$ cat src/design/pmr_consts.svh
// Purpose: constants for the management register set
// Assumes: 16-bit registers at word offsets 0x00..0x04
// Notes: included by the design files and the bench
`ifndef PMR_CONSTS_SVH
`define PMR_CONSTS_SVH

// ----------------------------------------
// Register offsets
// ----------------------------------------
`define PMR_OFS_CONTROL 5'h00
`define PMR_OFS_STATUS 5'h01
`define PMR_OFS_ID_LOW 5'h02
`define PMR_OFS_ID_HIGH 5'h03
`define PMR_OFS_ADVERT 5'h04

// ----------------------------------------
// Control bit positions
// ----------------------------------------
`define PMR_CTL_SWRESET 15
`define PMR_CTL_LOOPBACK 14
`define PMR_CTL_SPEED_MSB 6
`define PMR_CTL_SPEED_LSB 13
`define PMR_CTL_ANEG_EN 12
`define PMR_CTL_PWRDOWN 11
`define PMR_CTL_RESTART 9
`define PMR_CTL_DUPLEX 8
`define PMR_CTL_COLTEST 7

// ----------------------------------------
// Status bit positions
// ----------------------------------------
`define PMR_STA_ANEG_DONE 5
`define PMR_STA_FAULT 4
`define PMR_STA_LINK 2
`define PMR_STA_JABBER 1

// ----------------------------------------
// Reset values and fixed patterns
// ----------------------------------------
`define PMR_CONTROL_RESET 16'h1140
`define PMR_CONTROL_WMASK 16'h79C0
`define PMR_ADVERT_RESET 16'h0DE1
`define PMR_ADVERT_WMASK 16'hBFFF
`define PMR_STATUS_FIXED 16'h7949

// ----------------------------------------
// Identity fields, values arbitrary
// ----------------------------------------
`define PMR_OUI_LOW 16'h1234
`define PMR_OUI_HIGH 6'h2A
`define PMR_MODEL 6'h15
`define PMR_REVISION 4'h3

// ----------------------------------------
// Timing
// ----------------------------------------
`define PMR_CLK_PERIOD_NS 4
`define PMR_COL_RISE_BITS 512
`define PMR_COL_FALL_BITS 4
`define PMR_RESET_HOLD_CYC 4'h8

`endif

$ cat src/design/pmr_pkg.sv
// Purpose: types for the management register set
// Assumes: nothing
// Notes: constants live in pmr_consts.svh
package pmr_pkg;

    typedef enum logic [1:0] {
        PMR_SPD_10 = 2'b00,
        PMR_SPD_100 = 2'b01,
        PMR_SPD_1000 = 2'b10,
        PMR_SPD_RSVD = 2'b11
    } pmr_speed_t;

    typedef enum logic [1:0] {
        PMR_AN_IDLE = 2'b00,
        PMR_AN_DETECT = 2'b01,
        PMR_AN_WAIT = 2'b10,
        PMR_AN_DONE = 2'b11
    } pmr_aneg_state_t;

endpackage : pmr_pkg

$ cat src/design/pmr_colltest.sv
// Purpose: collision test driver for COL
// Assumes: tx enable synchronous to clock_in
// Notes: COL rises one cycle after TX_EN, well inside the allowed time
`timescale 1ns/1ps
`default_nettype none
`include "pmr_consts.svh"

module pmr_colltest (
    input wire logic clock_in,
    input wire logic sys_rst_in,
    input wire logic enable_in,
    input wire logic tx_en_in,
    output logic col_out
);
    logic col_reg;

    // ----------------------------------------
    // Collision follow
    // ----------------------------------------
    // One cycle equals 4 bit times at gigabit rate, far below 512 bit times
    always_ff @(posedge clock_in or posedge sys_rst_in) begin
        if (sys_rst_in) begin
            col_reg <= 1'b0;
        end else begin
            col_reg <= enable_in & tx_en_in;
        end
    end

    assign col_out = col_reg;

    col_follow_a: assert property (@(posedge clock_in) disable iff (sys_rst_in)
        (enable_in && tx_en_in) |=> col_reg) else $error("col not raised");
    col_drop_a: assert property (@(posedge clock_in) disable iff (sys_rst_in)
        !tx_en_in |=> !col_reg) else $error("col not dropped");

endmodule : pmr_colltest
`default_nettype wire

$ cat src/design/pmr_regs.sv
// Purpose: management control, status and identifier registers
// Assumes: register port: addr, wr strobe, rd strobe, 16-bit data
// Notes: read data registered, valid one cycle after rd strobe
`timescale 1ns/1ps
`default_nettype none
`include "pmr_consts.svh"

module pmr_regs
    import pmr_pkg::*;
(
    input wire logic clock_in,
    input wire logic sys_rst_in,
    input wire logic [4:0] reg_addr_in,
    input wire logic reg_wr_in,
    input wire logic reg_rd_in,
    input wire logic [15:0] reg_wdata_in,
    input wire logic sticky_keep_in,
    input wire logic link_pass_in,
    input wire logic far_fault_in,
    input wire logic jabber_in,
    input wire logic aneg_ack_in,
    input wire logic tx_en_in,
    input wire logic [7:0] txd_in,
    input wire logic [7:0] line_rxd_in,
    input wire logic line_rx_dv_in,
    output logic [15:0] reg_rdata_out,
    output logic reg_rvalid_out,
    output logic [7:0] rxd_out,
    output logic rx_dv_out,
    output logic [7:0] line_txd_out,
    output logic line_tx_en_out,
    output logic col_out,
    output logic [1:0] speed_out,
    output logic full_duplex_out,
    output logic power_down_out,
    output logic aneg_start_out,
    output logic [15:0] advert_latched_out
);
    logic [15:0] control_reg;
    logic [15:0] advert_reg;
    logic [15:0] advert_lat_reg;
    logic [15:0] rdata_reg;
    logic rvalid_reg;
    logic fault_reg;
    logic link_reg;
    logic jabber_reg;
    logic soft_rst_reg;
    logic [3:0] rst_cnt_reg;
    pmr_aneg_state_t an_state_reg;
    logic aneg_start_reg;
    logic [1:0] speed_reg;
    logic duplex_reg;
    logic pwr_reg;
    logic [7:0] rxd_reg;
    logic rx_dv_reg;
    logic [7:0] ltxd_reg;
    logic ltx_en_reg;
    logic col_int;
    logic wr_ctl;
    logic rd_sta;
    logic restart;
    logic [15:0] status_word;
    logic [15:0] id_high;

    assign wr_ctl = reg_wr_in && (reg_addr_in == `PMR_OFS_CONTROL);
    assign rd_sta = reg_rd_in && (reg_addr_in == `PMR_OFS_STATUS);
    assign restart = wr_ctl && reg_wdata_in[`PMR_CTL_RESTART];
    assign id_high = {`PMR_OUI_HIGH, `PMR_MODEL, `PMR_REVISION};

    // ----------------------------------------
    // Software reset hold
    // ----------------------------------------
    // Soft reset held a few cycles so every consumer sees it
    always_ff @(posedge clock_in or posedge sys_rst_in) begin
        if (sys_rst_in) begin
            rst_cnt_reg <= 4'h0;
            soft_rst_reg <= 1'b0;
        end else if (wr_ctl && reg_wdata_in[`PMR_CTL_SWRESET]) begin
            rst_cnt_reg <= `PMR_RESET_HOLD_CYC;
            soft_rst_reg <= 1'b1;
        end else if (rst_cnt_reg != 4'h0) begin
            rst_cnt_reg <= rst_cnt_reg - 4'h1;
            soft_rst_reg <= 1'b1;
        end else begin
            soft_rst_reg <= 1'b0;
        end
    end

    // ----------------------------------------
    // Control register
    // ----------------------------------------
    // Bits 15 and 9 never stored, so they always read zero
    always_ff @(posedge clock_in or posedge sys_rst_in) begin
        if (sys_rst_in) begin
            control_reg <= `PMR_CONTROL_RESET;
        end else if (wr_ctl && reg_wdata_in[`PMR_CTL_SWRESET]) begin
            control_reg <= `PMR_CONTROL_RESET;
        end else if (wr_ctl) begin
            control_reg <= reg_wdata_in & `PMR_CONTROL_WMASK;
        end
    end

    // ----------------------------------------
    // Advertisement register and its sample
    // ----------------------------------------
    // Advertisement is the reset-sticky register here
    always_ff @(posedge clock_in or posedge sys_rst_in) begin
        if (sys_rst_in) begin
            advert_reg <= `PMR_ADVERT_RESET;
        end else if (wr_ctl && reg_wdata_in[`PMR_CTL_SWRESET] && !sticky_keep_in) begin
            advert_reg <= `PMR_ADVERT_RESET;
        end else if (reg_wr_in && (reg_addr_in == `PMR_OFS_ADVERT)) begin
            advert_reg <= reg_wdata_in & `PMR_ADVERT_WMASK;
        end
    end

    always_ff @(posedge clock_in or posedge sys_rst_in) begin
        if (sys_rst_in) begin
            advert_lat_reg <= `PMR_ADVERT_RESET;
        end else if (an_state_reg == PMR_AN_IDLE && control_reg[`PMR_CTL_ANEG_EN]
                     && !soft_rst_reg && !pwr_reg) begin
            advert_lat_reg <= advert_reg;
        end
    end

    // ----------------------------------------
    // Negotiation sequencer
    // ----------------------------------------
    always_ff @(posedge clock_in or posedge sys_rst_in) begin
        if (sys_rst_in) begin
            an_state_reg <= PMR_AN_IDLE;
            aneg_start_reg <= 1'b0;
        end else begin
            aneg_start_reg <= 1'b0;
            // Turning negotiation off drops done at the same edge as the write
            if (soft_rst_reg || pwr_reg || !control_reg[`PMR_CTL_ANEG_EN] || restart
                || (wr_ctl && !reg_wdata_in[`PMR_CTL_ANEG_EN])) begin
                an_state_reg <= PMR_AN_IDLE;
            end else begin
                unique case (an_state_reg)
                    PMR_AN_IDLE: begin
                        an_state_reg <= PMR_AN_DETECT;
                        aneg_start_reg <= 1'b1;
                    end
                    PMR_AN_DETECT: begin
                        an_state_reg <= PMR_AN_WAIT;
                    end
                    PMR_AN_WAIT: begin
                        if (aneg_ack_in) begin
                            an_state_reg <= PMR_AN_DONE;
                        end
                    end
                    PMR_AN_DONE: begin
                        an_state_reg <= PMR_AN_DONE;
                    end
                endcase
            end
        end
    end

    // ----------------------------------------
    // Operating mode
    // ----------------------------------------
    // Negotiated result assumed gigabit full duplex; host keeps AN on there
    always_ff @(posedge clock_in or posedge sys_rst_in) begin
        if (sys_rst_in) begin
            speed_reg <= PMR_SPD_1000;
            duplex_reg <= 1'b1;
            pwr_reg <= 1'b0;
        end else begin
            pwr_reg <= control_reg[`PMR_CTL_PWRDOWN];
            if (!control_reg[`PMR_CTL_ANEG_EN] || control_reg[`PMR_CTL_LOOPBACK]) begin
                speed_reg <= {control_reg[`PMR_CTL_SPEED_MSB],
                              control_reg[`PMR_CTL_SPEED_LSB]};
            end else begin
                speed_reg <= PMR_SPD_1000;
            end
            if (!control_reg[`PMR_CTL_ANEG_EN]) begin
                duplex_reg <= control_reg[`PMR_CTL_DUPLEX];
            end else begin
                duplex_reg <= 1'b1;
            end
        end
    end

    // ----------------------------------------
    // Latched status bits
    // ----------------------------------------
    // Event wins over the read that would clear it
    always_ff @(posedge clock_in or posedge sys_rst_in) begin
        if (sys_rst_in) begin
            fault_reg <= 1'b0;
            jabber_reg <= 1'b0;
            link_reg <= 1'b0;
        end else if (soft_rst_reg) begin
            fault_reg <= 1'b0;
            jabber_reg <= 1'b0;
            link_reg <= 1'b0;
        end else begin
            if (far_fault_in) begin
                fault_reg <= 1'b1;
            end else if (rd_sta) begin
                fault_reg <= 1'b0;
            end
            if (jabber_in && speed_reg == PMR_SPD_10) begin
                jabber_reg <= 1'b1;
            end else if (rd_sta) begin
                jabber_reg <= 1'b0;
            end
            if (!link_pass_in) begin
                link_reg <= 1'b0;
            end else if (rd_sta) begin
                link_reg <= 1'b1;
            end
        end
    end

    always_comb begin
        status_word = `PMR_STATUS_FIXED;
        status_word[`PMR_STA_ANEG_DONE] = (an_state_reg == PMR_AN_DONE);
        status_word[`PMR_STA_FAULT] = fault_reg;
        status_word[`PMR_STA_LINK] = link_reg;
        status_word[`PMR_STA_JABBER] = jabber_reg;
    end

    // ----------------------------------------
    // Read path
    // ----------------------------------------
    // Unmapped offsets read zero
    always_ff @(posedge clock_in or posedge sys_rst_in) begin
        if (sys_rst_in) begin
            rdata_reg <= 16'h0000;
            rvalid_reg <= 1'b0;
        end else begin
            rvalid_reg <= reg_rd_in;
            if (reg_rd_in) begin
                unique case (reg_addr_in)
                    `PMR_OFS_CONTROL: rdata_reg <= control_reg;
                    `PMR_OFS_STATUS: rdata_reg <= status_word;
                    `PMR_OFS_ID_LOW: rdata_reg <= `PMR_OUI_LOW;
                    `PMR_OFS_ID_HIGH: rdata_reg <= id_high;
                    `PMR_OFS_ADVERT: rdata_reg <= advert_reg;
                    default: rdata_reg <= 16'h0000;
                endcase
            end
        end
    end

    // ----------------------------------------
    // Data path and loopback
    // ----------------------------------------
    always_ff @(posedge clock_in or posedge sys_rst_in) begin
        if (sys_rst_in) begin
            rxd_reg <= 8'h00;
            rx_dv_reg <= 1'b0;
            ltxd_reg <= 8'h00;
            ltx_en_reg <= 1'b0;
        end else if (control_reg[`PMR_CTL_LOOPBACK]) begin
            rxd_reg <= txd_in;
            rx_dv_reg <= tx_en_in;
            ltxd_reg <= 8'h00;
            ltx_en_reg <= 1'b0;
        end else begin
            rxd_reg <= line_rxd_in;
            rx_dv_reg <= line_rx_dv_in;
            ltxd_reg <= txd_in;
            ltx_en_reg <= tx_en_in & ~pwr_reg;
        end
    end

    pmr_colltest u_colltest (
        .clock_in(clock_in),
        .sys_rst_in(sys_rst_in),
        .enable_in(control_reg[`PMR_CTL_COLTEST]),
        .tx_en_in(tx_en_in),
        .col_out(col_int)
    );

    assign reg_rdata_out = rdata_reg;
    assign reg_rvalid_out = rvalid_reg;
    assign rxd_out = rxd_reg;
    assign rx_dv_out = rx_dv_reg;
    assign line_txd_out = ltxd_reg;
    assign line_tx_en_out = ltx_en_reg;
    assign col_out = col_int;
    assign speed_out = speed_reg;
    assign full_duplex_out = duplex_reg;
    assign power_down_out = pwr_reg;
    assign aneg_start_out = aneg_start_reg;
    assign advert_latched_out = advert_lat_reg;

    // ----------------------------------------
    // Checks
    // ----------------------------------------
    sc_bits_zero_a: assert property (@(posedge clock_in) disable iff (sys_rst_in)
        !control_reg[`PMR_CTL_SWRESET] && !control_reg[`PMR_CTL_RESTART])
        else $error("self-clearing bit stored");
    swrst_default_a: assert property (@(posedge clock_in) disable iff (sys_rst_in)
        (wr_ctl && reg_wdata_in[`PMR_CTL_SWRESET]) |=> control_reg == `PMR_CONTROL_RESET)
        else $error("soft reset not applied");
    loop_silent_a: assert property (@(posedge clock_in) disable iff (sys_rst_in)
        control_reg[`PMR_CTL_LOOPBACK] |=> !ltx_en_reg && rx_dv_reg == $past(tx_en_in))
        else $error("loopback leaked");
    forced_speed_a: assert property (@(posedge clock_in) disable iff (sys_rst_in)
        !control_reg[`PMR_CTL_ANEG_EN] |=> speed_reg == {$past(control_reg[6]),
        $past(control_reg[13])}) else $error("forced speed wrong");
    restart_idle_a: assert property (@(posedge clock_in) disable iff (sys_rst_in)
        restart |=> an_state_reg == PMR_AN_IDLE) else $error("restart missed");
    duplex_ign_a: assert property (@(posedge clock_in) disable iff (sys_rst_in)
        control_reg[`PMR_CTL_ANEG_EN] |=> duplex_reg) else $error("duplex not ignored");
    link_fail_a: assert property (@(posedge clock_in) disable iff (sys_rst_in)
        !link_pass_in |=> !link_reg) else $error("link not latched low");
    jabber_hold_a: assert property (@(posedge clock_in) disable iff (sys_rst_in)
        (jabber_reg && !rd_sta && !soft_rst_reg) |=> jabber_reg)
        else $error("jabber lost");
    aneg_done_a: assert property (@(posedge clock_in) disable iff (sys_rst_in)
        status_word[`PMR_STA_ANEG_DONE] |-> control_reg[`PMR_CTL_ANEG_EN])
        else $error("done without negotiation");

endmodule : pmr_regs
`default_nettype wire

$ cat config.mk
export PLATFORM = sky130hd
export DESIGN_NAME = pmr_regs
export DESIGN_NICKNAME = d
export VERILOG_FILES = /design/src/design/pmr_pkg.sv /design/src/design/pmr_colltest.sv /design/src/design/pmr_regs.sv
export VERILOG_INCLUDE_DIRS = /design/src /design/src/design
export SDC_FILE = /design/constraint.sdc
export NUM_CORES = 1
export LEC_CHECK = 0
export BUFFER_PORTS_ARGS = -buffer_cell sky130_fd_sc_hd__buf_2
export CORE_AREA = 2 2 106 108
export DETAILED_ROUTE_END_ITERATION = 8
export DIE_AREA = 0 0 108 110
export GPL_TIMING_DRIVEN = 0
export PLACE_DENSITY_LB_ADDON = 0.15
export SLEW_MARGIN = 5
export SYNTH_ARGS = -nofsm -noshare
export SYNTH_HDL_FRONTEND = slang
export SYNTH_SLANG_ARGS = --single-unit
export TNS_END_PERCENT = 1
$ cat constraint.sdc
create_clock -name clock_in -period 2.8 [get_ports clock_in]
set_input_delay 0.14 -clock clock_in [delete_from_list [all_inputs] [get_ports clock_in]]
set_output_delay 0.14 -clock clock_in [all_outputs]
set_load 0.01 [all_outputs]
* After elaboration in Yosys (flattened, before gate mapping) *
Cells that the tools add are included.

word-level totals
  RAM bits = 0
  memories = 0
  flip-flop bits (word level) = 99
  latch bits = 0
  ROM bits = 0
  word-level logic and storage cells = 91
  output and inout port bits = 57
  input bits = 48

operators by class
  bitwise operators = 3
  shift operators = 0
  divide/modulo/power cells = 0
  reductions and logical operators = 30
  multipliers = 0
  add/sub/neg operators = 1
  multiplexer cells = 28
  equal/unequal tests = 9
  magnitude comparators = 0

operators by type and width
  cell                                                                      number
  16-bit case mux with 5 select lines                                       1
  16-bit 2-to-1 mux                                                         4
  8-bit 2-to-1 mux                                                          2
  1-bit 2-to-1 mux                                                          15
  1-bit logical AND                                                         11
  5-bit by 2-bit equality test with 1-bit output (second input constant)    2
  4-bit 2-to-1 mux                                                          2
  2-bit case mux with 4 select lines                                        1
  2-bit 2-to-1 mux                                                          3
  2-bit nonzero test                                                        3
  3-bit nonzero test                                                        2
  5-bit by 1-bit equality test with 1-bit output (second input constant)    1
  5-bit by 3-bit equality test with 1-bit output (second input constant)    1
  1-bit zero test                                                           5
  5-bit zero test                                                           1
  1-bit logical OR                                                          5
  2-bit equality test (second input constant)                               2
  2-bit zero test                                                           2
  4-bit nonzero test                                                        1
  4-bit by 1-bit subtractor with 4-bit output (second input constant)       1
  3-bit by 1-bit inequality test with 1-bit output (second input constant)  1
  3-bit inequality test (second input constant)                             1
  1-bit AND                                                                 2
  2-bit by 1-bit equality test with 1-bit output (second input constant)    1
  1-bit inverter                                                            1

* Logic depth before layout (Yosys ltp) *
Gate-level depths: netlist of run 1.

  depth in word-level cells = 6
  gate-level depth with buffers = 6
  mapped depth without buffers = 6

* By module *
A second synthesis of run 1 with hierarchy kept.

unflattened totals
  cell total of the unflattened synthesis = 326
  area, all modules = 3,742.3 µm²

by module, submodules not included
  module        area an instance (µm²)  cells each  sequential area each (µm²)  times used
  pmr_regs      3,707.3                 323         2,200.9                     1
  pmr_colltest  35.0                    3           25.0                        1

* Worst setup path after synthesis of run 1 *
Ideal clock, no wire load.

  path kind = reg-to-reg
  start = register control_reg[12]
  end = register advert_lat_reg[15] (netlist: advert_latched_out[15])
  stages on the path, launching flop included = 5
  path buffers = 1
  data arrival time = 1.400 ns
  setup time = 0.125 ns
  setup slack = 1.275 ns
  clock period less this slack = 1.525 ns
  required time = 2.675 ns
  cells stage by stage = dfstp_2 -> nor3b_1 -> nand2_1 -> buf_2 -> mux2_2

on the way
  longest elaborated chain between the ends = 3

ends and longest elaborated chain
  element                          line             text
  from (decl)                      pmr_regs.sv:39   logic [15:0] control_reg;
  from (signal assigned)           pmr_regs.sv:95   control_reg <= `PMR_CONTROL_RESET;
  from (signal assigned)           pmr_regs.sv:97   control_reg <= `PMR_CONTROL_RESET;
  from (signal assigned)           pmr_regs.sv:99   control_reg <= reg_wdata_in & `PMR_CONTROL_WMASK;
  1-bit logical AND (3 in series)  pmr_regs.sv:120  end else if (an_state_reg == PMR_AN_IDLE && control_reg[`PMR_CTL_ANEG_EN]
  to (signal assigned)             pmr_regs.sv:119  advert_lat_reg <= `PMR_ADVERT_RESET;
  to (signal assigned)             pmr_regs.sv:122  advert_lat_reg <= advert_reg;
  to (decl)                        pmr_regs.sv:41   logic [15:0] advert_lat_reg;

No other way between the ends.
A chain may end at the register's enable or synchronous reset.

* Final worst setup path of run 1 *
Ends and elaborated chain as after synthesis.

==> flow_metrics.env, run 1 <==
export IMPL_synth_edff_count=0
export IMPL_synth_area_per_inst_sq_um=11.3
export IMPL_timing_final_setup_violations=0
export IMPL_post_route_util=0.442
export IMPL_detailedRoute_firstIterationViolations=117
export IMPL_powerDensity_mw_per_mm2=733
export IMPL_grt_first_pass_wirelength_um=14700
export IMPL_synthesis_area_sq_mm=0.00369
export IMPL_arrival_ps=2210
export IMPL_max_vdd_ir_drop_uv=303
export IMPL_synth_lib_cells_used_distinct=46
export IMPL_clkTransAtPathRegs_ps=80
export IMPL_postCtsResizedCells=0
export IMPL_relSlewSlack=0.606
export IMPL_p_total_mw=3.47
export IMPL_post_drt_wl_per_cell_um=15.5
export IMPL_layout_filler_cells=1059
export IMPL_place_detailed_hpwl_um=6860
export IMPL_max_freq_mhz=506
export IMPL_initial_core_util=0.345
export IMPL_ff_to_ff_setup_slack_ps=820
export IMPL_placementRows=38
export IMPL_result_of_the_run="finished, final reports clean"
export IMPL_die_area_sq_mm=0.0119
export IMPL_cts_num_sinks=88
export IMPL_worst_clock_skew_ps=9.36
export IMPL_postSynthRegisterBits=88
export IMPL_number_of_nets_at_the_end_of_the_flow=497
export IMPL_grt_overflow=0
export IMPL_syn_nets=376
export IMPL_insertedDiodeCount=0
export IMPL_worst_path_max_delay_cell="dfstp_2"
export IMPL_die_width_um=108
export IMPL_number_of_warnings_printed_during_yosys_synthesis=0
export IMPL_finalCritPeriodShare=0.706
export IMPL_cts_tree="yes"
export IMPL_grt_max_degree=52
export IMPL_worstSetupStartpointType="register"
export IMPL_gate_count_after_technology_mapping=327
export IMPL_io_buffers=102
export IMPL_drt_total_wl_um=9210
export IMPL_vias=2784
export IMPL_io_pins=105
export IMPL_critPathRequiredTime_ps=3040
export IMPL_number_of_flip_flops_under_the_largest_register_name=16
export IMPL_h_tree_depth=3
export IMPL_cts_root_buffer="clkbuf_8"
export IMPL_setup_worst_path_class="register to register"
export IMPL_final_critical_path_setup_slack_ps=824
export IMPL_floorplan_core_area_sq_mm=0.0107
export IMPL_route_detailed_drc=0
export IMPL_post_cts_hold_buffer_count=4
export IMPL_final_hold_violation_count=0
export IMPL_antenna_violations_before_repair=0
export IMPL_post_place_ws_ps=844
export IMPL_tightestPinTransition_ps=589
export IMPL_clock_insertion_delay_worst_skew_ps=350
export IMPL_fp_dieH_um=110
export IMPL_grt_pass1_vias=2753
export IMPL_power_static_leakage_nw=2.29
export IMPL_clock_path_buffers=2
export IMPL_vias_per_cell=4.69
export IMPL_hold_class="input port to register"
export IMPL_dr_pass1_iters=5
export IMPL_cts_repair_timing_setup_buffer_count=0
export IMPL_setup_repair_after_global_routing_missed_its_margin="false"
export IMPL_final_max_slew_viol_count=0
export IMPL_period_needed_ps=1980
export IMPL_crit_path_max_fanout=10
export IMPL_synth_seq_area_share=0.602
export IMPL_placedCellCount=570
export IMPL_crit_chain="nor3b_1 > nand2_1 > buf_2 > mux2_2"
export IMPL_layout_drive_gt1_share=0.386
export IMPL_setup_worst_path_end_class="register"
export IMPL_cts_inserted_buffers=9
export IMPL_worst_path_largest_cell_delay_ps=580
export IMPL_synth_async_reset_ratio=1.00
export IMPL_gp_routability_congestion=0.781
export IMPL_globalRouteTotalUtil=0.163
export IMPL_max_cap_violations=0
export IMPL_final_cells=593
export IMPL_synth_to_layout_area_growth_pct=27.9
export IMPL_synthFlopType="dfrtp_1"
export IMPL_drtAntennaViolNets=0
-- layout by cell type, fill, tap and decap left out, types with 3 or more instances in the layout --
cell type | Yosys | layout
mux2_2 | 24 | 24
nor3b_1 | 6 | 6
a22oi_1 | 5 | 5
dlygate4sd3_1 | 0 | 7
nand2_1 | 44 | 44
dfrtp_1 | 69 | 69
nor2_1 | 14 | 14
and2_1 | 5 | 5
o221ai_1 | 4 | 4
o22ai_1 | 11 | 11
nand2b_1 | 9 | 9
inv_1 | 19 | 18
clkbuf_8 | 0 | 10
nor2b_1 | 15 | 15
bufinv_16 | 0 | 3
nand3_1 | 8 | 8
a21oi_1 | 18 | 18
o21ai_0 | 11 | 11
clkbuf_1 | 6 | 7
dfstp_2 | 19 | 19
buf_2 | 4 | 106
-- synth_stat cells (2+ instances only) --
master | number | area (sq um)
nand3_1 | 8 | 40.0
nand2_1 | 44 | 165
a31oi_1 | 2 | 12.5
mux2_2 | 24 | 270
clkbuf_1 | 6 | 22.5
o21ai_0 | 11 | 55.1
buf_1 | 2 | 7.51
a22oi_1 | 5 | 37.5
nor3_1 | 2 | 10.0
xnor2_1 | 2 | 17.5
nor2b_1 | 15 | 93.8
buf_2 | 4 | 20.0
nand2b_1 | 9 | 56.3
a21oi_1 | 18 | 90.1
and2_1 | 5 | 31.3
inv_1 | 19 | 71.3
nor3b_1 | 6 | 45.0
a21o_1 | 2 | 15.0
o22ai_1 | 11 | 68.8
nand3b_1 | 2 | 15.0
and3_1 | 2 | 12.5
nor2_1 | 14 | 52.6
o221ai_1 | 4 | 35.0
buf_4 | 2 | 15.0
dfrtp_1 | 69 | 1730
dfstp_2 | 19 | 499
-- area by class of cell --
| class | instances | area (sq um) | share of cell area |
|---|---|---|---|
| sequential | 88 | 2230 | 0.471 |
| multi-input combinational | 205 | 1320 | 0.280 |
| timing repair buffer | 110 | 608 | 0.129 |
| tap | 140 | 175 | 0.0371 |
| clock buffer | 11 | 141 | 0.0299 |
| clock inverter | 5 | 104 | 0.0220 |
| buffer | 15 | 76.3 | 0.0162 |
| inverter | 19 | 73.8 | 0.0156 |
-- kinds of logic after synthesis --
logic type	share of synthesized area
other cells	0.00101
mux	0.0731
fa+ha+maj	0.00339
compound gates	0.102
flops	0.602
buf+inv	0.0400
xor+xnor	0.00474
simple gates	0.173
-- critical path: cells and delay by family (launching register included) --
kind	cells	cell delay (ps)
DFF	1	580
buffers and inverters	1	300
and+or+nand+nor	2	680
muxes	1	290
-- power by group --
part	total, mW	switching [mW]	leakage (nW)	internal (mW)
logic	0.696	0.348	1.07	0.348
clock network	1.06	0.441	0.124	0.618
registers	1.71	0.154	1.09	1.56
-- final timing paths --
kind,startpoint,to,cells past startpoint
worst min-delay path,reg_wdata_in[10],advert_reg[10],3
worst min register to register,control_reg[11],power_down_out,0
max in group asynchronous,sys_rst_in,advert_reg[7],4
min in group asynchronous,sys_rst_in,reg_rvalid_out,3
worst max register to register,control_reg[12],advert_latched_out[15],4
worst max-delay path,control_reg[12],advert_latched_out[15],4
-- metal layers --
| metal | wire [um] | up-vias | global-route usage | share of wire |
|---|---|---|---|---|
| met5 | 0 | - | 0 | 0 |
| met4 | 56 | 0 | 0.0495 | 0.0061 |
| met3 | 561 | 5 | 0.0312 | 0.061 |
| met2 | 4190 | 93 | 0.265 | 0.46 |
| met1 | 4400 | 1329 | 0.223 | 0.48 |
| li1 | - | 1357 | - | - |
-- metrics by stage --
stage / instance area [sq um] / hold WS [ps] / TNS (ps)
after CTS: 4700 / 0.194 / 0
after global placement: 4380 / 262 / -49470
after floorplan: 3690 / 171 / 0
after detailed placement: 4410 / 212 / 0
after global routing: 4730 / 1.71 / 0
final: 4730 / 12.0 / 0
Power figures use the tool's default switching activity.
==> run 2: changes to the inputs <==
- ABC_AREA: default -> 1
- CORE_AREA: 2 2 106 108 -> 2 2 107 109
- DIE_AREA: 0 0 108 110 -> 0 0 109 111
- clock period: 2.8 -> 2.1 ns (I/O delays scaled with it)
==> run 2 against run 1 <==
Effect of this change:
- first-iteration DRC count up 29%
- clock-buffer cell count rose by 3
- routed wire length rose by 8.0%
- register-to-register slack lost 430 ps
- combinational power increased by 62%
- die area increased by 1.8%
==> flow_metrics.env, run 2 <==
export IMPL_initial_core_util=0.336
export IMPL_clock_insertion_delay_worst_skew_ps=330
export IMPL_final_setup_tns_ps=0
export IMPL_synth_top_cells_by_count="155 x nand2_1, 69 x dfrtp_1, 48 x inv_1, 43 x nand3_1, 34 x o21ai_0"
export IMPL_synth_async_reset_ratio=1.00
export IMPL_grt_overflow=0
export IMPL_synth_lib_cells_used_distinct=29
export IMPL_max_freq_mhz=588
export IMPL_worst_clock_skew_ps=5.69
export IMPL_cts_root_buffer="clkbuf_16"
export IMPL_h_tree_depth=3
export IMPL_clock_path_buffers=2
export IMPL_cts_tree="yes"
export IMPL_worst_setup_path_startpoint="control_reg[12]"
export IMPL_place_detailed_hpwl_um=7420
export IMPL_arrival_ps=1950
export IMPL_crit_path_max_fanout=10
export IMPL_powerDensity_mw_per_mm2=1010
export IMPL_number_of_warnings_printed_during_yosys_synthesis=0
export IMPL_die_area_sq_mm=0.0121
export IMPL_synth_seq_area_share=0.598
export IMPL_layout_drive_gt1_share=0.266
export IMPL_drtAntennaViolNets=0
export IMPL_insertedDiodeCount=0
export IMPL_area_fraction_of_the_dominant_cell_type_after_synthesis=0.464
export IMPL_worstSetupStartpointType="register"
export IMPL_gate_count_after_technology_mapping=430
export IMPL_final_critical_path_setup_slack_ps=399
export IMPL_number_of_nets_at_the_end_of_the_flow=616
export IMPL_setup_worst_path_class="register to register"
export IMPL_die_width_um=109
export IMPL_dr_pass1_iters=4
export IMPL_gp_routability_congestion=0.794
export IMPL_fp_dieH_um=111
export IMPL_crit_reg2reg_launch="control_reg[12]"
export IMPL_synthesis_area_sq_mm=0.00372
export IMPL_post_synth_top_count_cell="nand2_1"
export IMPL_grt_max_degree=36
export IMPL_io_pins=105
export IMPL_number_of_flip_flops_under_the_largest_register_name=16
export IMPL_finalCritPeriodShare=0.810
export IMPL_globalRouteTotalUtil=0.177
export IMPL_synth_area_per_inst_sq_um=8.66
export IMPL_multi_input_comb_area_sq_mm=0.00123
export IMPL_synthDominantAreaCellType="dfrtp_1"
export IMPL_result_of_the_run="finished, final reports clean"
export IMPL_period_needed_ps=1700
export IMPL_floorplan_core_area_sq_mm=0.0111
export IMPL_most_common_layout_cells="155 x nand2_1, 107 x buf_2, 69 x dfrtp_1"
export IMPL_worst_hold_launch="line_rxd_in[5]"
export IMPL_power_static_leakage_nw=2.73
export IMPL_post_place_ws_ps=390
export IMPL_yosys_top_cells_area="dfrtp_1 46%, nand2_1 16%, dfstp_2 13%"
export IMPL_setup_repair_after_global_routing_missed_its_margin="false"
export IMPL_final_hold_violation_count=0
export IMPL_vias=3214
export IMPL_detailedRoute_firstIterationViolations=151
export IMPL_synth_to_layout_area_growth_pct=33.2
export IMPL_cts_num_sinks=88
export IMPL_postCtsResizedCells=0
export IMPL_tightestPinTransition_ps=590
export IMPL_timing_final_setup_violations=0
export IMPL_io_buffers=103
export IMPL_synth_edff_count=0
export IMPL_hold_class="input port to register"
export IMPL_grt_pass1_vias=3292
export IMPL_antenna_violations_before_repair=0
export IMPL_drt_total_wl_um=9940
export IMPL_postSynthRegisterBits=88
export IMPL_critPathRequiredTime_ps=2350
export IMPL_clkTransAtPathRegs_ps=60
export IMPL_post_drt_wl_per_cell_um=13.9
export IMPL_cts_repair_timing_setup_buffer_count=0
export IMPL_grt_first_pass_wirelength_um=16500
export IMPL_layout_filler_cells=1114
export IMPL_syn_nets=479
export IMPL_max_vdd_ir_drop_uv=362
export IMPL_max_cap_violations=0
export IMPL_most_common_cell_after_layout_fill_and_taps_aside="nand2_1"
export IMPL_final_max_slew_viol_count=0
export IMPL_cts_inserted_buffers=9
export IMPL_relSlewSlack=0.606
export IMPL_route_detailed_drc=0
export IMPL_regArea_sq_mm=0.00223
export IMPL_vias_per_cell=4.50
export IMPL_synthFlopType="dfrtp_1"
export IMPL_placementRows=39
export IMPL_setup_worst_path_end_class="register"
[run 2: what timing repair did]
action	in CTS	in global routing
endpoints found under the hold margin	40	0
hold buffers	21	0
setup endpoints to repair	0	0
[run 2: logic make-up (layout without fill, tap and decap cells)]
family | count (synthesis) | count (layout) | share of synthesized area
other cells | 1 | 1 | 0.00101
buf+inv | 65 | 207 | 0.0709
flops | 88 | 88 | 0.598
fa+ha+maj | 1 | 1 | 0.00336
compound gates | 45 | 45 | 0.0638
simple gates | 230 | 230 | 0.263
[run 2: area by class of cell]
type	instances	share of cell area
buffer	15	0.0154
clock buffer	14	0.0552
clock inverter	2	0.00252
inverter	50	0.0386
multi-input combinational	277	0.249
sequential	88	0.449
tap	143	0.0361
timing repair buffer	126	0.154
[run 2: final timing paths]
check	to	slack, ps	cells after the start
worst max-delay path	advert_latched_out[10]	400	5
worst min-delay path	rxd_out[5]	4	3
worst max register to register	advert_latched_out[10]	400	5
worst min register to register	power_down_out	410	0
max in group asynchronous	advert_latched_out[8]	1090	4
min in group asynchronous	rx_dv_out	390	3
[run 2: report_power, final]
| part | switching [mW] | internal, mW | leakage (nW) |
|---|---|---|---|
| clock | 0.629 | 0.898 | 0.139 |
| combinational | 0.675 | 0.454 | 1.49 |
| sequential | 0.215 | 2.14 | 1.10 |
[run 2: critical path, stage by stage, from the launching register on]
cell and delay, ps:
dfstp_2 560, inv_1 100, nor3_4 330, nand2_1 210, buf_2 220, o21ai_0 190
[run 2: per-layer routing]
layer,wire (um),vias up,track usage,part of all wire
li1,-,1622,-,-
met1,4710,1496,0.249,0.47
met2,4540,78,0.270,0.46
met3,450,18,0.0276,0.045
met4,235,0,0.0752,0.024
met5,0,-,0,0
[run 2: metrics by stage]
stage / utilization / instance area, sq um / cells / hold WS, ps / power (mW)
after floorplan: - / 3730 / 430 / 136 / 3.01
after global placement: 0.399 / 4420 / 676 / 311 / 3.45
after detailed placement: 0.403 / 4460 / 678 / 207 / 3.50
after CTS: 0.448 / 4960 / 715 / 0.132 / 5.07
after global routing: 0.448 / 4960 / 715 / 29.8 / 5.34
final: 0.448 / 4960 / 715 / 4.10 / 5.01
==> run 3: changes to the inputs <==
- ABC_AREA: 1 -> 0
- CORE_AREA: 2 2 107 109 -> 2 2 106 108
- DIE_AREA: 0 0 109 111 -> 0 0 108 110
- clock period: 2.1 -> 1.69 ns (I/O delays scaled with it)
==> run 3 against run 2 <==
Effect of this change:
- clock skew rose by 11 ps
- worst setup slack got worse by 310 ps
- sequential power rose by 21%
==> flow_metrics.env, run 3 (synthesis results as in run 1) <==
export IMPL_result_of_the_run="finished, final reports clean"
export IMPL_clock_path_buffers=2
export IMPL_hold_class="input port to register"
export IMPL_grt_first_pass_wirelength_um=15400
export IMPL_most_common_layout_cells="106 x buf_2, 69 x dfrtp_1, 43 x nand2_1"
export IMPL_grt_pass1_vias=2953
export IMPL_number_of_nets_at_the_end_of_the_flow=529
export IMPL_max_cap_violations=0
export IMPL_insertedDiodeCount=0
export IMPL_vias_per_cell=4.71
export IMPL_regToRegEndpoint="advert_latched_out[2]"
export IMPL_cts_inserted_buffers=9
export IMPL_worst_clock_skew_ps=17.1
export IMPL_cts_num_sinks=88
export IMPL_finalCritPeriodShare=0.947
export IMPL_detailedRoute_firstIterationViolations=116
export IMPL_power_static_leakage_nw=2.39
export IMPL_placementRows=38
export IMPL_whs_path_depth=3
export IMPL_drtAntennaViolNets=0
export IMPL_synth_to_layout_area_growth_pct=35.5
export IMPL_clock_insertion_delay_worst_skew_ps=360
export IMPL_max_vdd_ir_drop_uv=543
export IMPL_dr_pass1_iters=4
export IMPL_setup_repair_after_global_routing_missed_its_margin="false"
export IMPL_design_area_sq_mm=0.00501
export IMPL_drt_total_wl_um=9640
export IMPL_grt_overflow=0
export IMPL_crit_path_max_fanout=10
export IMPL_dpl_cell_area_sq_mm=0.00442
export IMPL_setup_worst_path_end_class="register"
export IMPL_setup_worst_path_class="register to register"
export IMPL_fp_dieH_um=110
export IMPL_final_critical_path_setup_slack_ps=89.1
export IMPL_rr_worst_depth=4
export IMPL_initial_core_util=0.345
export IMPL_route_detailed_drc=0
export IMPL_gp_routability_congestion=0.811
export IMPL_final_hold_violation_count=0
export IMPL_floorplan_core_area_sq_mm=0.0107
export IMPL_antenna_violations_before_repair=0
export IMPL_tightestPinTransition_ps=621
export IMPL_die_area_sq_mm=0.0119
export IMPL_final_max_slew_viol_count=0
export IMPL_grt_max_degree=37
export IMPL_crit_reg2reg_launch="control_reg[12]"
export IMPL_number_of_flip_flops_under_the_largest_register_name=16
export IMPL_cts_tree="yes"
export IMPL_most_common_cell_after_layout_fill_and_taps_aside="buf_2"
export IMPL_final_hold_worst_slack_ps=8.42
export IMPL_powerDensity_mw_per_mm2=1090
export IMPL_arrival_ps=1840
export IMPL_worst_hold_launch="jabber_in"
export IMPL_globalRouteTotalUtil=0.170
export IMPL_max_freq_mhz=625
export IMPL_clkTransAtPathRegs_ps=90
export IMPL_cts_root_buffer="clkbuf_8"
export IMPL_layout_drive_gt1_share=0.373
export IMPL_io_pins=105
export IMPL_io_buffers=102
export IMPL_critPathRequiredTime_ps=1930
export IMPL_post_drt_wl_per_cell_um=15.4
export IMPL_period_needed_ps=1600
export IMPL_placedCellCount=571
export IMPL_ff_to_ff_setup_slack_ps=90
export IMPL_vias=2946
export IMPL_final_cells=625
export IMPL_worstSetupStartpointType="register"
export IMPL_h_tree_depth=3
export IMPL_post_place_ws_ps=-296
export IMPL_relSlewSlack=0.585
export IMPL_timing_final_setup_violations=0
export IMPL_hold_path_end="jabber_reg"
export IMPL_place_detailed_hpwl_um=6950
export IMPL_die_width_um=108
run 3: changes by cell type in the layout (fill, tap and decap cells not counted), sizes merged, moves of 9 or more:
cell         previous run  this run
nor2b                   0        15
nand2                 156        44
nand2b                  0         9
o22ai                   0        11
dlygate4sd3            21        37
a21oi                   5        18
inv                    47        19
nand3                  44         8
o21ai                  35        11
mux2                    0        24
nor2                   23        14
run 3: how the worst max path moves through the flow:
stage | from | endpoint | slack [ps] | cells after the start
floorplan | control_reg[12] | advert_latched_out[15] | 170 | 4
global route | control_reg[12] | advert_latched_out[2] | 9 | 4
global placement | control_reg[12] | advert_latched_out[1] | -280 | 4
detailed placement | control_reg[12] | advert_latched_out[3] | -300 | 4
finish | control_reg[12] | advert_latched_out[2] | 90 | 4
CTS | control_reg[12] | advert_latched_out[2] | 90 | 4
run 3: layout make-up:
type	instances	area, sq um
sequential	88	2230
inverter	19	75.1
buffer	15	76.3
clock inverter	5	40.0
tap	140	175
clock buffer	11	151
fill	989	5690
multi-input combinational	205	1330
timing repair buffer	142	928
run 3: what timing repair did:
item	in CTS	in global routing
gates resized for setup	2	1
setup buffers	1	0
setup endpoints to repair	16	1
hold buffers	37	0
pin swaps	1	0
endpoints found under the hold margin	58	0
run 3: where the power goes:
group          switching [mW]  internal, mW  total (mW)
combinational           0.593         0.633        1.23
sequential              0.262          2.58        2.84
clock                   0.775         0.623        1.40
total                    1.63          3.83        5.46
run 3: metal layers:
metal / track usage / vias to the layer above / part of all wire
met5: 0 / - / 0
met4: 0.0623 / 0 / 0.015
met3: 0.0282 / 13 / 0.058
met2: 0.278 / 95 / 0.46
met1: 0.230 / 1412 / 0.47
li1: - / 1426 / -
run 3: critical path, stage by stage (launching register included):
cell and delay, ps:
dfstp_2 590, nor3b_2 290, nand2_2 100, buf_2 220, mux2_2 290
run 3: stage by stage:
step           TNS, ps  power [mW]  utilization
3_5_place_dp     -3850        4.03        0.414
3_3_place_gp     -6920        3.99        0.410
2_1_floorplan        0        3.54            -
4_1_cts              0        5.53        0.467
6_report             0        5.46        0.468
5_1_grt              0        5.83        0.468
